<file path="src/common/bitdec_regs.svh">
/*
 Byte addresses, bit positions, fixed bit-address bases and code-target
 widths for the bit-address decoder and branch-target unit.
 Assumes inclusion by bare name from design files.
*/
`ifndef BITDEC_REGS_SVH
`define BITDEC_REGS_SVH

// Direct data space split
`define DIRECT_RAM_TOP 8'h7F
`define REG_AREA_BASE 8'h80
// Bit-addressable RAM bytes and their bit-address span
`define BIT_RAM_BYTE_BASE 8'h20
`define BIT_RAM_LAST_BIT 8'h7F
// Hardware register byte addresses (bit addressable)
`define TIMER_CONTROL_ADDR 8'h88
`define SERIAL_CONTROL_ADDR 8'h98
`define IRQ_ENABLE_ADDR 8'hA8
`define PORT_THREE_ADDR 8'hB0
`define IRQ_PRIORITY_ADDR 8'hB8
`define PROGRAM_STATUS_ADDR 8'hD0
// Reset values of the hosted registers
`define TIMER_CONTROL_RST 8'h00
`define SERIAL_CONTROL_RST 8'h00
`define IRQ_ENABLE_RST 8'h00
`define PORT_THREE_RST 8'hFF
`define IRQ_PRIORITY_RST 8'h00
`define PROGRAM_STATUS_RST 8'h00
// Defined bits of enable and priority bytes
`define IRQ_ENABLE_DEF_MASK 8'h9F
`define IRQ_PRIORITY_DEF_MASK 8'h1F
// Program status bit positions
`define STATUS_CARRY 3'd7
`define STATUS_AUX 3'd6
`define STATUS_USER0 3'd5
`define STATUS_BANK_HI 3'd4
`define STATUS_BANK_LO 3'd3
`define STATUS_OVF 3'd2
`define STATUS_PARITY 3'd0
// Timer control bit positions
`define TIMER_CTRL_RUN_ONE 3'd6
// Code targets
`define PAGE_BITS 11
`define PC_WIDTH 16

`endif

</file>
<file path="src/common/bitdec_pkg.sv">
/*
 Types for the bit-address decoder and branch-target unit.
 Assumes bitdec_regs.svh provides numeric constants.
*/
`default_nettype none
package bitdec_pkg;

   // Branch kinds presented by the sequencer
   typedef enum logic [2:0] {
      BR_NONE = 3'h0,
      BR_SHORT_REL = 3'h1,
      BR_COND_REL = 3'h2,
      BR_PAGE_JUMP = 3'h3,
      BR_PAGE_CALL = 3'h4,
      BR_LONG_JUMP = 3'h5,
      BR_LONG_CALL = 3'h6
   } branch_kind_t;

   // One branch request
   typedef struct packed {
      logic valid;
      branch_kind_t kind;
      logic taken;
      logic [15:0] pc_next;
      logic [7:0] opcode;
      logic [7:0] operand_a;
      logic [7:0] operand_b;
   } branch_req_t;

   // Bit-access request
   typedef struct packed {
      logic valid;
      logic [7:0] bit_addr;
      logic write;
      logic wdata;
   } bit_req_t;

   // Bit location answer
   typedef struct packed {
      logic valid;
      logic mapped;
      logic in_regs;
      logic [7:0] byte_addr;
      logic [2:0] bit_index;
      logic rdata;
   } bit_loc_t;

   // Branch answer
   typedef struct packed {
      logic valid;
      logic load_pc;
      logic [15:0] pc;
      logic push_ret;
      logic [15:0] ret_addr;
   } branch_ans_t;

   // Direct byte routing
   typedef struct packed {
      logic valid;
      logic to_regs;
      logic [6:0] ram_index;
   } byte_route_t;

   typedef enum logic [1:0] {
      ST_IDLE = 2'b00,
      ST_BUSY = 2'b01
   } unit_state_t;

   // Whole state of the unit
   typedef struct packed {
      unit_state_t st;
      logic [7:0] timer_control;
      logic [7:0] serial_control;
      logic [7:0] irq_enable;
      logic [7:0] port_three;
      logic [7:0] irq_priority;
      logic [7:0] program_status;
      logic [127:0] bit_ram;
      bit_loc_t loc;
      branch_ans_t br;
      byte_route_t route;
   } unit_state_all_t;

endpackage : bitdec_pkg
`default_nettype wire

</file>
<file path="src/rtl/branch_bit_decode.sv">
/*
 Bit-address decoder with the hosted bit-addressable bytes, direct-address
 router and branch-target computation of the core.
 Assumes the sequencer presents one-cycle requests on the core clock and
 that program memory fetches at the returned program counter.
*/
`timescale 1ns/100ps
`default_nettype none
`include "bitdec_regs.svh"

module branch_bit_decode #(
   parameter int PC_BITS = `PC_WIDTH
) (
   input wire logic clk_sys_i,
   input wire logic rstn_i,
   input wire bitdec_pkg::bit_req_t bit_req_i,
   input wire bitdec_pkg::branch_req_t branch_req_i,
   input wire logic direct_valid_i,
   input wire logic [7:0] direct_addr_i,
   input wire logic [7:0] port3_pins_i,
   output bitdec_pkg::bit_loc_t bit_loc_o,
   output bitdec_pkg::branch_ans_t branch_ans_o,
   output bitdec_pkg::byte_route_t byte_route_o,
   output logic [7:0] timer_control_reg_o,
   output logic [7:0] serial_control_reg_o,
   output logic [7:0] irq_enable_reg_o,
   output logic [7:0] port3_reg_o,
   output logic [7:0] irq_priority_reg_o,
   output logic [7:0] program_status_word_o
);
   import bitdec_pkg::*;

   // Counter width is fixed by the 64K code space
   if (PC_BITS != 16) begin : g_pc_bits_check
      $error("branch_bit_decode serves a 16-bit program counter only");
   end

   unit_state_all_t s_reg;
   unit_state_all_t s_next;

   // Port pins pass three flops; a change counts once stages two and three agree
   logic [7:0] pin_s1_reg;
   logic [7:0] pin_s2_reg;
   logic [7:0] pin_s3_reg;
   logic [7:0] pin_stable_reg;

   always_ff @(posedge clk_sys_i or negedge rstn_i) begin
      if (!rstn_i) begin
         pin_s1_reg <= 8'hFF;
         pin_s2_reg <= 8'hFF;
         pin_s3_reg <= 8'hFF;
         pin_stable_reg <= 8'hFF;
      end else begin
         pin_s1_reg <= port3_pins_i;
         pin_s2_reg <= pin_s1_reg;
         pin_s3_reg <= pin_s2_reg;
         // Take stage two where two and three agree, else hold the old level
         pin_stable_reg <= (pin_s2_reg & ~(pin_s2_reg ^ pin_s3_reg)) |
                           (pin_stable_reg & (pin_s2_reg ^ pin_s3_reg));
      end
   end

   // Defined-bit masks, indexable by bit position
   localparam logic [7:0] EN_DEF_MASK = `IRQ_ENABLE_DEF_MASK;
   localparam logic [7:0] PRI_DEF_MASK = `IRQ_PRIORITY_DEF_MASK;

   // Decoded bit location
   logic [7:0] byte_addr;
   logic [2:0] bit_index;
   logic mapped;
   logic in_regs;
   logic [7:0] cur_byte;
   logic [7:0] upd_byte;

   // Bit address split: low half are RAM bytes 20H..2FH, high half are
   // register bytes whose address is the bit address with index cleared
   always_comb begin
      bit_index = bit_req_i.bit_addr[2:0];
      if (!bit_req_i.bit_addr[7]) begin
         in_regs = 1'b0;
         byte_addr = `BIT_RAM_BYTE_BASE + {4'h0, bit_req_i.bit_addr[6:3]};
      end else begin
         in_regs = 1'b1;
         byte_addr = {bit_req_i.bit_addr[7:3], 3'b000};
      end
      // Only the listed register bytes decode; other register bytes are unmapped, RAM bytes always map
      case (byte_addr)
         `TIMER_CONTROL_ADDR, `SERIAL_CONTROL_ADDR, `PORT_THREE_ADDR,
         `PROGRAM_STATUS_ADDR: mapped = 1'b1;
         `IRQ_ENABLE_ADDR: mapped = EN_DEF_MASK[bit_index];
         `IRQ_PRIORITY_ADDR: mapped = PRI_DEF_MASK[bit_index];
         default: mapped = !in_regs;
      endcase
   end

   // Select the addressed byte for read-modify-write
   always_comb begin
      case (byte_addr)
         `TIMER_CONTROL_ADDR: cur_byte = s_reg.timer_control;
         `SERIAL_CONTROL_ADDR: cur_byte = s_reg.serial_control;
         `IRQ_ENABLE_ADDR: cur_byte = s_reg.irq_enable & `IRQ_ENABLE_DEF_MASK;
         `PORT_THREE_ADDR: cur_byte = s_reg.port_three & pin_stable_reg;
         `IRQ_PRIORITY_ADDR: cur_byte = s_reg.irq_priority & `IRQ_PRIORITY_DEF_MASK;
         `PROGRAM_STATUS_ADDR: cur_byte = s_reg.program_status;
         default: cur_byte = s_reg.bit_ram[{bit_req_i.bit_addr[6:3], 3'b000} +: 8];
      endcase
      upd_byte = cur_byte;
      upd_byte[bit_index] = bit_req_i.wdata;
   end

   // Branch arithmetic on the already advanced counter
   logic [15:0] rel_target;
   logic [15:0] page_target;
   logic [15:0] long_target;

   always_comb begin
      rel_target = branch_req_i.pc_next +
                   {{8{branch_req_i.operand_a[7]}}, branch_req_i.operand_a};
      page_target = {branch_req_i.pc_next[15:`PAGE_BITS],
                     branch_req_i.opcode[7:5], branch_req_i.operand_a};
      long_target = {branch_req_i.operand_a, branch_req_i.operand_b};
   end

   // Next-state logic: one registered answer per request
   always_comb begin
      s_next = s_reg;
      s_next.st = (bit_req_i.valid || branch_req_i.valid) ? ST_BUSY : ST_IDLE;
      s_next.loc = '0;
      s_next.br = '0;
      s_next.route = '0;
      if (bit_req_i.valid) begin
         s_next.loc.valid = 1'b1;
         s_next.loc.mapped = mapped;
         s_next.loc.in_regs = in_regs;
         s_next.loc.byte_addr = byte_addr;
         s_next.loc.bit_index = bit_index;
         s_next.loc.rdata = mapped ? cur_byte[bit_index] : 1'b0;
         // Writes to unmapped bits are dropped
         if (bit_req_i.write && mapped) begin
            case (byte_addr)
               `TIMER_CONTROL_ADDR: s_next.timer_control = upd_byte;
               `SERIAL_CONTROL_ADDR: s_next.serial_control = upd_byte;
               `IRQ_ENABLE_ADDR: s_next.irq_enable = upd_byte;
               `PORT_THREE_ADDR: s_next.port_three = upd_byte;
               `IRQ_PRIORITY_ADDR: s_next.irq_priority = upd_byte;
               `PROGRAM_STATUS_ADDR: s_next.program_status = upd_byte;
               default: s_next.bit_ram[{bit_req_i.bit_addr[6:3], 3'b000} +: 8] = upd_byte;
            endcase
         end
      end
      if (branch_req_i.valid) begin
         s_next.br.valid = 1'b1;
         s_next.br.pc = branch_req_i.pc_next;
         case (branch_req_i.kind)
            BR_SHORT_REL: begin
               s_next.br.load_pc = 1'b1;
               s_next.br.pc = rel_target;
            end
            BR_COND_REL: begin
               s_next.br.load_pc = branch_req_i.taken;
               s_next.br.pc = branch_req_i.taken ? rel_target : branch_req_i.pc_next;
            end
            BR_PAGE_JUMP, BR_PAGE_CALL: begin
               s_next.br.load_pc = 1'b1;
               s_next.br.pc = page_target;
               s_next.br.push_ret = (branch_req_i.kind == BR_PAGE_CALL);
               s_next.br.ret_addr = branch_req_i.pc_next;
            end
            BR_LONG_JUMP, BR_LONG_CALL: begin
               s_next.br.load_pc = 1'b1;
               s_next.br.pc = long_target;
               s_next.br.push_ret = (branch_req_i.kind == BR_LONG_CALL);
               s_next.br.ret_addr = branch_req_i.pc_next;
            end
            default: begin
               s_next.br.load_pc = 1'b0;
            end
         endcase
      end
      // Direct byte route by the top address bit
      if (direct_valid_i) begin
         s_next.route.valid = 1'b1;
         s_next.route.to_regs = (direct_addr_i > `DIRECT_RAM_TOP);
         s_next.route.ram_index = direct_addr_i[6:0];
      end
   end

   // Single state register
   always_ff @(posedge clk_sys_i or negedge rstn_i) begin
      if (!rstn_i) begin
         s_reg <= '0;
         s_reg.timer_control <= `TIMER_CONTROL_RST;
         s_reg.serial_control <= `SERIAL_CONTROL_RST;
         s_reg.irq_enable <= `IRQ_ENABLE_RST;
         s_reg.port_three <= `PORT_THREE_RST;
         s_reg.irq_priority <= `IRQ_PRIORITY_RST;
         s_reg.program_status <= `PROGRAM_STATUS_RST;
      end else begin
         s_reg <= s_next;
      end
   end

   // All outputs straight from the state register
   assign bit_loc_o = s_reg.loc;
   assign branch_ans_o = s_reg.br;
   assign byte_route_o = s_reg.route;
   assign timer_control_reg_o = s_reg.timer_control;
   assign serial_control_reg_o = s_reg.serial_control;
   assign irq_enable_reg_o = s_reg.irq_enable; // Undefined bits never stored
   assign port3_reg_o = s_reg.port_three;
   assign irq_priority_reg_o = s_reg.irq_priority; // Undefined bits never stored
   assign program_status_word_o = s_reg.program_status;

endmodule : branch_bit_decode
`default_nettype wire

</file>
<file path="config.mk">
export PLATFORM = sky130hd
export DESIGN_NAME = branch_bit_decode
export DESIGN_NICKNAME = d
export VERILOG_FILES = /design/src/common/bitdec_pkg.sv /design/src/rtl/branch_bit_decode.sv
export VERILOG_INCLUDE_DIRS = /design/src /design/src/common
export SDC_FILE = /design/constraint.sdc
export NUM_CORES = 1
export LEC_CHECK = 0
export BUFFER_PORTS_ARGS = -buffer_cell sky130_fd_sc_hd__buf_2
export CORE_MARGIN = 2
export CORE_UTILIZATION = 55
export DETAILED_ROUTE_END_ITERATION = 10
export PLACE_DENSITY = 0.81
export SYNTH_ARGS = -nofsm -noshare
export SYNTH_HDL_FRONTEND = slang
export SYNTH_SLANG_ARGS = --single-unit
</file>
<file path="constraint.sdc">
create_clock -name clk_sys_i -period 3.3 [get_ports clk_sys_i]
set_clock_uncertainty 0.05 [all_clocks]
set_input_delay 0.165 -clock clk_sys_i [delete_from_list [all_inputs] [get_ports clk_sys_i]]
set_output_delay 0.165 -clock clk_sys_i [all_outputs]
set_load 0.05 [all_outputs]
</file>
==> metrics.txt, run 1 <==
Critical Path RT 3.63 ns; worst-path cell chain dlygate4sd3_1 > buf_2 > buf_4 > nand4b_2 > nor3_1 > o311ai_4 > buf_4 > nor3_1 > nand2_1 > nand2_1 > o21ai_0; Core Region 0.0242 mm2; RSZ-0062 raised after global routing yes; yosys warns 0; Setup Crit Path Kind input pin to register; cells taking the most area after synthesis dfrtp_1 42%, dfstp_2 7.8%, mux2_2 6.8%; RD Place Congestion 0.920; Reg2Reg Depth 6; most common cell in the netlist dfrtp_1; # diodes 0; clock root buffer clkbuf_16; commonest cells in the netlist 226 x dfrtp_1, 131 x nand2_1, 112 x buf_4; die height 161 um; first-pass GRT wire length 56.5 mm; WL per Instance 21.2 um; clock transition at the registers of the reported paths 0.06 ns; clk sink count 266; Syn-to-layout area delta 14.3%; async set-reset flop share out of synthesis 1.00; Worst-Skew Late Latency 0.56 ns; initial antenna violation count 0; Synth cell types 69; Setup-failing EPs final 0; MaxCap Viol Count 0; leak pwr 7.31 nW; kind of end point of the critical path register; min cycle time layout 3.18 ns; post-route ant nets 0; Final Max Tran Viols 0; largest area contributor in the netlist dfrtp_1; Yosys top cell area share 0.418; slowest stage delay, CP 0.52 ns; vias in the first global route 10223; Remaining DRCs 0; 1st-iter DRT viols 1193; power per cell area 497 mW/mm2; pin count of the biggest net entering global routing 97; 1st-pass router iterations 8; syn nets 1282; setup TNS 0 ns; H-tree level count 1; Hold Path Cell Cnt 5; CP Launch Type input pin; IO buf count 176; Die Wd 161 um; r2r setup slk 0.48 ns; Critical Path AT 3.51 ns; Worst Tran Pin Value 1.32 ns; clock buffer depth 3; row count 57; synthesis-stage register bit count 266; GR Util All Layers 0.275; final cycle utilization of the critical path 0.964; Final Hold Vio Count 0; Post-synth top flop dfrtp_1; Detailed Route WL 35.0 mm; Overall Power 0.00769 W; Worst VDD drop 0.471 mV; status finished, final reports clean; EDFF count, synth 0; Cell Area, Synth 0.0135 mm2; Vias 10090; GRT overflow 0; Die Area 0.0259 mm2; CP Max Fanout 16; I/O pins 182; Hold Crit Class input pin to register; Fmax 314 MHz; CTS Buf Count 28; mean post-synth cell area 11.4 um2; share of layout cells above drive strength 1 0.319; Slew HR 0.0981; DP Wirelength 23.0 mm; DR vias/cell 6.11; fin nets 1402; synthesized instance count 1186; initial core utilization 0.558; TritonCTS clock tree built; Largest register FFs 128; slowest stage cell on the critical path dlygate4sd3_1; sequential-to-total area share from yosys stat 0.496
==> report_power, final <==
part           internal (W)  switching [W]  leakage [nW]
clock network       0.00190        0.00131         0.473
logic              0.000344       0.000690          3.32
registers           0.00339      0.0000541          3.52
==> timing repair <==
item / in CTS / in global routing
setup buffers: 0 / 0
gates resized for setup: 0 / 1
hold buffers: 49 / 0
endpoints found under the hold margin: 142 / 0
endpoints found under the setup margin: 0 / 10
==> placed cells by master, fill, tap and decap left out, types with 10 or more instances in the layout <==
cell type,instances
a22o_1,28
o31ai_1,17
ha_1,20
mux4_1,10
buf_2,175
o21ai_0,77
and2_1,23
dlygate4sd3_1,49
nor3_1,17
xnor2_1,10
nand2_1,130
nand3_1,17
clkbuf_16,28
a22oi_1,15
inv_1,22
dfstp_2,40
nor2b_1,11
nor2_1,47
a21oi_1,23
mux2_2,82
dfrtp_1,226
mux4_2,28
and3_1,30
buf_4,32
==> metal layers <==
layer  part of all wire  wire length (um)  global-route usage  up-vias
li1                   -                 -                   -     4433
met1               0.39             13600               0.357     5020
met2               0.49             17200               0.463      523
met3              0.074              2600              0.0455      114
met4              0.046              1620               0.113        0
met5                  0                 0                   0        -
==> kinds of logic after synthesis <==
logic type / synth area share
AO/OA/AOI/OAI: 0.119
XOR/XNOR: 0.00907
adder cells (fa/ha/maj): 0.0259
buffers and inverters: 0.0896
flip-flops: 0.496
multiplexers: 0.144
AND/OR/NAND/NOR: 0.116
==> cell type report <==
class                      instances  area (um2)
inverter                          23        86.3
clock inverter                    10         123
tap                              324         405
fill                            1772        8780
multi-input combinational        726        5610
sequential                       266        6710
timing repair buffer             261        1700
clock buffer                      42         833
==> final timing paths <==
check                                 start                to
max in group asynchronous            rstn_i     pin_s1_reg[3]
max reg2reg                      s_reg[103]         s_reg[95]
min                        branch_req_i[23]  branch_ans_o[27]
min in group asynchronous            rstn_i      bit_loc_o[4]
max                            bit_req_i[6]         s_reg[86]
min reg2reg                   pin_s1_reg[6]     pin_s2_reg[6]
==> stage by stage <==
step                std cells   util  cell area, um2  worst slack (ns)  hold WS, ns
finish                   1652  0.638           15500             0.120       0.0444
global route             1652  0.638           15500           -0.0803       0.0690
CTS                      1652  0.638           15500             0.265       0.0249
detailed placement       1551  0.578           14000             0.213        0.199
global placement         1551  0.578           14000             0.283        0.195
floorplan                1186      -           13500             0.488       -0.181
==> critical path, delay by kind of cell <==
family | cells | cell delay, ns
AO/OA/AOI/OAI | 2 | 0.28
AND/OR/NAND/NOR | 5 | 1.82
buffers and inverters | 4 | 1.22
(Power assumes the default switching activity.)
==> inputs of run 2 (changes only) <==
PLACE_DENSITY = 0.82   (was 0.81)
==> metrics.txt, run 2 (same netlist as run 1, synthesis figures left out) <==
TritonCTS clock tree built; Critical Path RT 3.67 ns; DR vias/cell 6.09; Remaining DRCs 0; H-tree level count 1; Detailed Route WL 33.5 mm; Critical Path AT 3.47 ns; Syn-to-layout area delta 15.2%; Place WS 0.200 ns; kind of end point of the critical path register; pin count of the biggest net entering global routing 115; CTS Buf Count 29; CP Launch Type input pin; setup TNS 0 ns; r2r setup slk 0.46 ns; Setup Crit Path Kind input pin to register; Setup-failing EPs final 0; post-route ant nets 0; IO buf count 176; share of layout cells above drive strength 1 0.326; clk sink count 266; WL per Instance 20.3 um; initial core utilization 0.558; Reg2Reg Depth 6; DP Wirelength 22.7 mm; RSZ-0062 raised after global routing no; end of the critical path s_reg[127]; row count 57; first-pass GRT wire length 53.6 mm; Worst VDD drop 0.414 mV; Hold Crit Class input pin to register; # diodes 0; GR Util All Layers 0.259; Die Area 0.0259 mm2; Worst-Skew Late Latency 0.55 ns; FF-to-FF End s_reg[111]; Final Hold Vio Count 0; Post-Place Cells 1552; final worst slack 0.197 ns; clock transition at the registers of the reported paths 0.06 ns; clock buffer depth 3; area post-placement 0.0140 mm2; Largest register FFs 128; CP Max Fanout 10; min cycle time layout 3.10 ns; Post-CTS Setup Repair Bufs 0; status finished, final reports clean; I/O pins 182; Core Region 0.0242 mm2; fin area 0.0156 mm2; MaxCap Viol Count 0; Fmax 322 MHz; power per cell area 514 mW/mm2; 1st-pass router iterations 6; Vias 10065; leak pwr 7.36 nW; Crit. Startpoint bit_req_i[2]; most frequent cells in the layout 226 x dfrtp_1, 175 x buf_2, 131 x nand2_1, 82 x mux2_2, 77 x o21ai_0; initial antenna violation count 0; fin nets 1402; GRT overflow 0; Slew HR 0.144; Hold Path Cell Cnt 2; Reg-to-Reg Start s_reg[111]; FILL cells 1769; commonest non-fill, non-tap cell in the layout dfrtp_1; vias in the first global route 9945; Final Max Tran Viols 0; RD Place Congestion 0.921; Finished Layout Cells 1653; 1st-iter DRT viols 1112; Die Wd 161 um; final cycle utilization of the critical path 0.940; die height 161 um; Worst Tran Pin Value 1.25 ns; clock root buffer clkbuf_16
## run 2: cell count changes in the layout (fill, tap and decap cells not counted), sizes merged
cell,before,now
bufinv,2,3
clkinv,9,4
clkinvlp,0,3
inv,22,29
clkbuf,42,38
buf,212,213
dlygate4sd3,49,47
## run 2: area by class of cell
type | count | area (um2) | area share
Sequential cell | 266 | 6710 | 0.430
Inverter | 23 | 86.3 | 0.00554
Multi-Input combinational cell | 726 | 5610 | 0.360
Timing Repair Buffer | 260 | 1700 | 0.109
Clock buffer | 38 | 895 | 0.0574
Tap cell | 324 | 405 | 0.0260
Clock inverter | 16 | 184 | 0.0118
## run 2: stage by stage
| step | utilization | total power (W) | hold slack (ns) |
|---|---|---|---|
| 4_1_cts | 0.643 | 0.00806 | 0.00382 |
| 5_1_grt | 0.643 | 0.00829 | 0.0111 |
| 6_report | 0.643 | 0.00802 | 0.0158 |
| 3_3_place_gp | 0.579 | 0.00445 | 0.224 |
| 2_1_floorplan | - | 0.00422 | -0.181 |
| 3_5_place_dp | 0.579 | 0.00447 | 0.227 |
## run 2: layer usage
| metal | GRT usage | up-vias | wire length [um] |
|---|---|---|---|
| li1 | - | 4442 | - |
| met1 | 0.349 | 5000 | 13500 |
| met2 | 0.431 | 541 | 16200 |
| met3 | 0.0429 | 82 | 2710 |
| met4 | 0.0901 | 0 | 1120 |
| met5 | 0 | - | 0 |
## run 2: worst min-delay path by stage
stage / startpoint / endpoint / slack (ns)
global route: bit_req_i[8] / bit_loc_o[10] / 0.01
detailed placement: port3_pins_i[4] / pin_s1_reg[4] / 0.23
CTS: bit_req_i[8] / bit_loc_o[10] / 0.004
global placement: port3_pins_i[0] / pin_s1_reg[0] / 0.22
finish: bit_req_i[8] / bit_loc_o[10] / 0.02
floorplan: rstn_i / bit_loc_o[0] / -0.18
## run 2: worst max-delay path: stages
cell           delay (ns)
dlygate4sd3_1        0.55
buf_2                0.14
inv_1                0.20
ha_1                 0.27
and2_1               0.15
o31ai_1              0.41
o311ai_4             0.26
nor2_2               0.25
and2_1               0.30
nor2b_1              0.19
buf_4                0.22
mux2_2               0.35
## run 2: where the power goes
part	switching [W]	internal [W]
clock network	0.00138	0.00216
logic	0.000686	0.000346
registers	0.0000524	0.00339
total	0.00212	0.00590
## run 2: what timing repair did
action | in CTS | in global routing
hold buffers | 47 | 0
endpoints found under the hold margin | 156 | 0
setup endpoints to repair | 0 | 8
resized for setup | 0 | 1
==> inputs of run 3 (changes only) <==
--- a/config.mk
+++ b/config.mk
@@ -9,3 +9,2 @@
 export BUFFER_PORTS_ARGS = -buffer_cell sky130_fd_sc_hd__buf_2
-export CORE_MARGIN = 2
 export CORE_UTILIZATION = 55
--- a/constraint.sdc
+++ b/constraint.sdc
@@ -4,2 +4,2 @@
 set_output_delay 0.165 -clock clk_sys_i [all_outputs]
-set_load 0.05 [all_outputs]
+set_load 0.1 [all_outputs]
==> metrics.txt, run 3 (same netlist as run 1, synthesis figures left out) <==
clock transition at the registers of the reported paths 0.06 ns; DR vias/cell 6.09; r2r setup slk 0.47 ns; CP Max Fanout 10; H-tree level count 1; CTS Buf Count 28; Hold Path End bit_loc_o[5]; Core Region 0.0242 mm2; Critical Path RT 3.67 ns; Reg-to-Reg Start s_reg[119]; clock root buffer clkbuf_16; share of layout cells above drive strength 1 0.320; initial core utilization 0.558; initial antenna violation count 0; Post-Route Hold Slack 0.0153 ns; clk sink count 266; worst hold start bit_req_i[6]; final core utilization 0.640; highest routed metal layer met4; # diodes 0; pin count of the biggest net entering global routing 116; IO buf count 176; routed wl met3 2.49 mm; die height 159 um; Setup Crit Path Kind input pin to register; Hold Crit Class input pin to register; Syn-to-layout area delta 14.8%; leak pwr 7.32 nW; WL per Instance 21.0 um; FF-to-FF End s_reg[95]; Worst Tran Pin Value 1.32 ns; row count 57; Critical Path AT 3.52 ns; final cycle utilization of the critical path 0.954; Place WS 0.216 ns; Die Wd 159 um; Finished Layout Cells 1651; 1st-iter DRT viols 1276; DP Wirelength 22.6 mm; min cycle time layout 3.15 ns; post-route ant nets 0; Die Area 0.0252 mm2; Hold Path Cell Cnt 2; commonest non-fill, non-tap cell in the layout dfrtp_1; Remaining DRCs 0; final worst slack 0.153 ns; I/O pins 182; MaxCap Viol Count 0; Post-Place Cells 1550; setup TNS 0 ns; Fmax 318 MHz; Detailed Route WL 34.6 mm; Vias 10051; power per cell area 524 mW/mm2; WL met2 17.2 mm; status finished, final reports clean; RD Place Congestion 0.902; most frequent cells in the layout 226 x dfrtp_1, 175 x buf_2, 130 x nand2_1, 82 x mux2_2, 77 x o21ai_0; met1 WL 13.7 mm; Largest register FFs 128; Setup-failing EPs final 0; CP Launch Type input pin; Final Hold Vio Count 0; clock buffer depth 3; fin nets 1401; GR Util All Layers 0.279; Worst-Skew Late Latency 0.57 ns; Slew HR 0.0975; Reg2Reg Depth 6; first-pass GRT wire length 55.7 mm; Final Max Tran Viols 0; vias in the first global route 10085; GRT overflow 0; TritonCTS clock tree built; Worst VDD drop 0.421 mV; RSZ-0062 raised after global routing no; 1st-pass router iterations 6; kind of end point of the critical path register
## run 3: cell type report
type | instances | area [um2]
Timing Repair Buffer | 260 | 1690
Clock inverter | 14 | 231
Clock buffer | 38 | 788
Multi-Input combinational cell | 726 | 5610
Inverter | 23 | 86.3
Tap cell | 324 | 405
Fill cell | 1796 | 8720
Sequential cell | 266 | 6710
## run 3: worst max-delay path by stage
stage	from	to	slack [ns]	cells after the start
final	bit_req_i[2]	s_reg[124]	0.15	12
after global routing	bit_req_i[2]	s_reg[124]	0.004	12
after CTS	bit_req_i[2]	s_reg[165]	0.18	11
after detailed placement	bit_req_i[5]	s_reg[168]	0.22	9
after global placement	bit_req_i[5]	s_reg[126]	0.28	7
after floorplan	bit_req_i[3]	s_reg[123]	0.49	12
## run 3: layer usage
metal | GRT usage | vias to the layer above
li1 | - | 4424
met1 | 0.360 | 4984
met2 | 0.472 | 543
met3 | 0.0452 | 100
met4 | 0.105 | 0
met5 | 0 | -
## run 3: what timing repair did
item                       CTS  global route
gates resized for setup      0             2
setup endpoints to repair    0             9
setup buffers                0             0
hold endpoints to repair   145             0
hold buffers                49             0
## run 3: through the flow
stage                     instance area, um2  total power [W]
after global placement                 14000          0.00468
after global routing                   15500          0.00839
after CTS                              15500          0.00816
after floorplan                        13500          0.00446
after detailed placement               14000          0.00470
final                                  15500          0.00814
## run 3: power breakdown
group	switching (W)	total (W)	internal, W
logic	0.000925	0.00127	0.000345
clock network	0.00135	0.00343	0.00208
registers	0.0000537	0.00344	0.00339
total	0.00233	0.00814	0.00582
## run 3: critical path: stages
cell	delay, ns
dlygate4sd3_1	0.54
buf_2	0.14
inv_1	0.21
ha_1	0.27
and2_1	0.15
o31ai_1	0.40
o311ai_4	0.25
nor2_1	0.30
and2_1	0.34
nor2b_1	0.18
buf_4	0.21
mux2_2	0.36
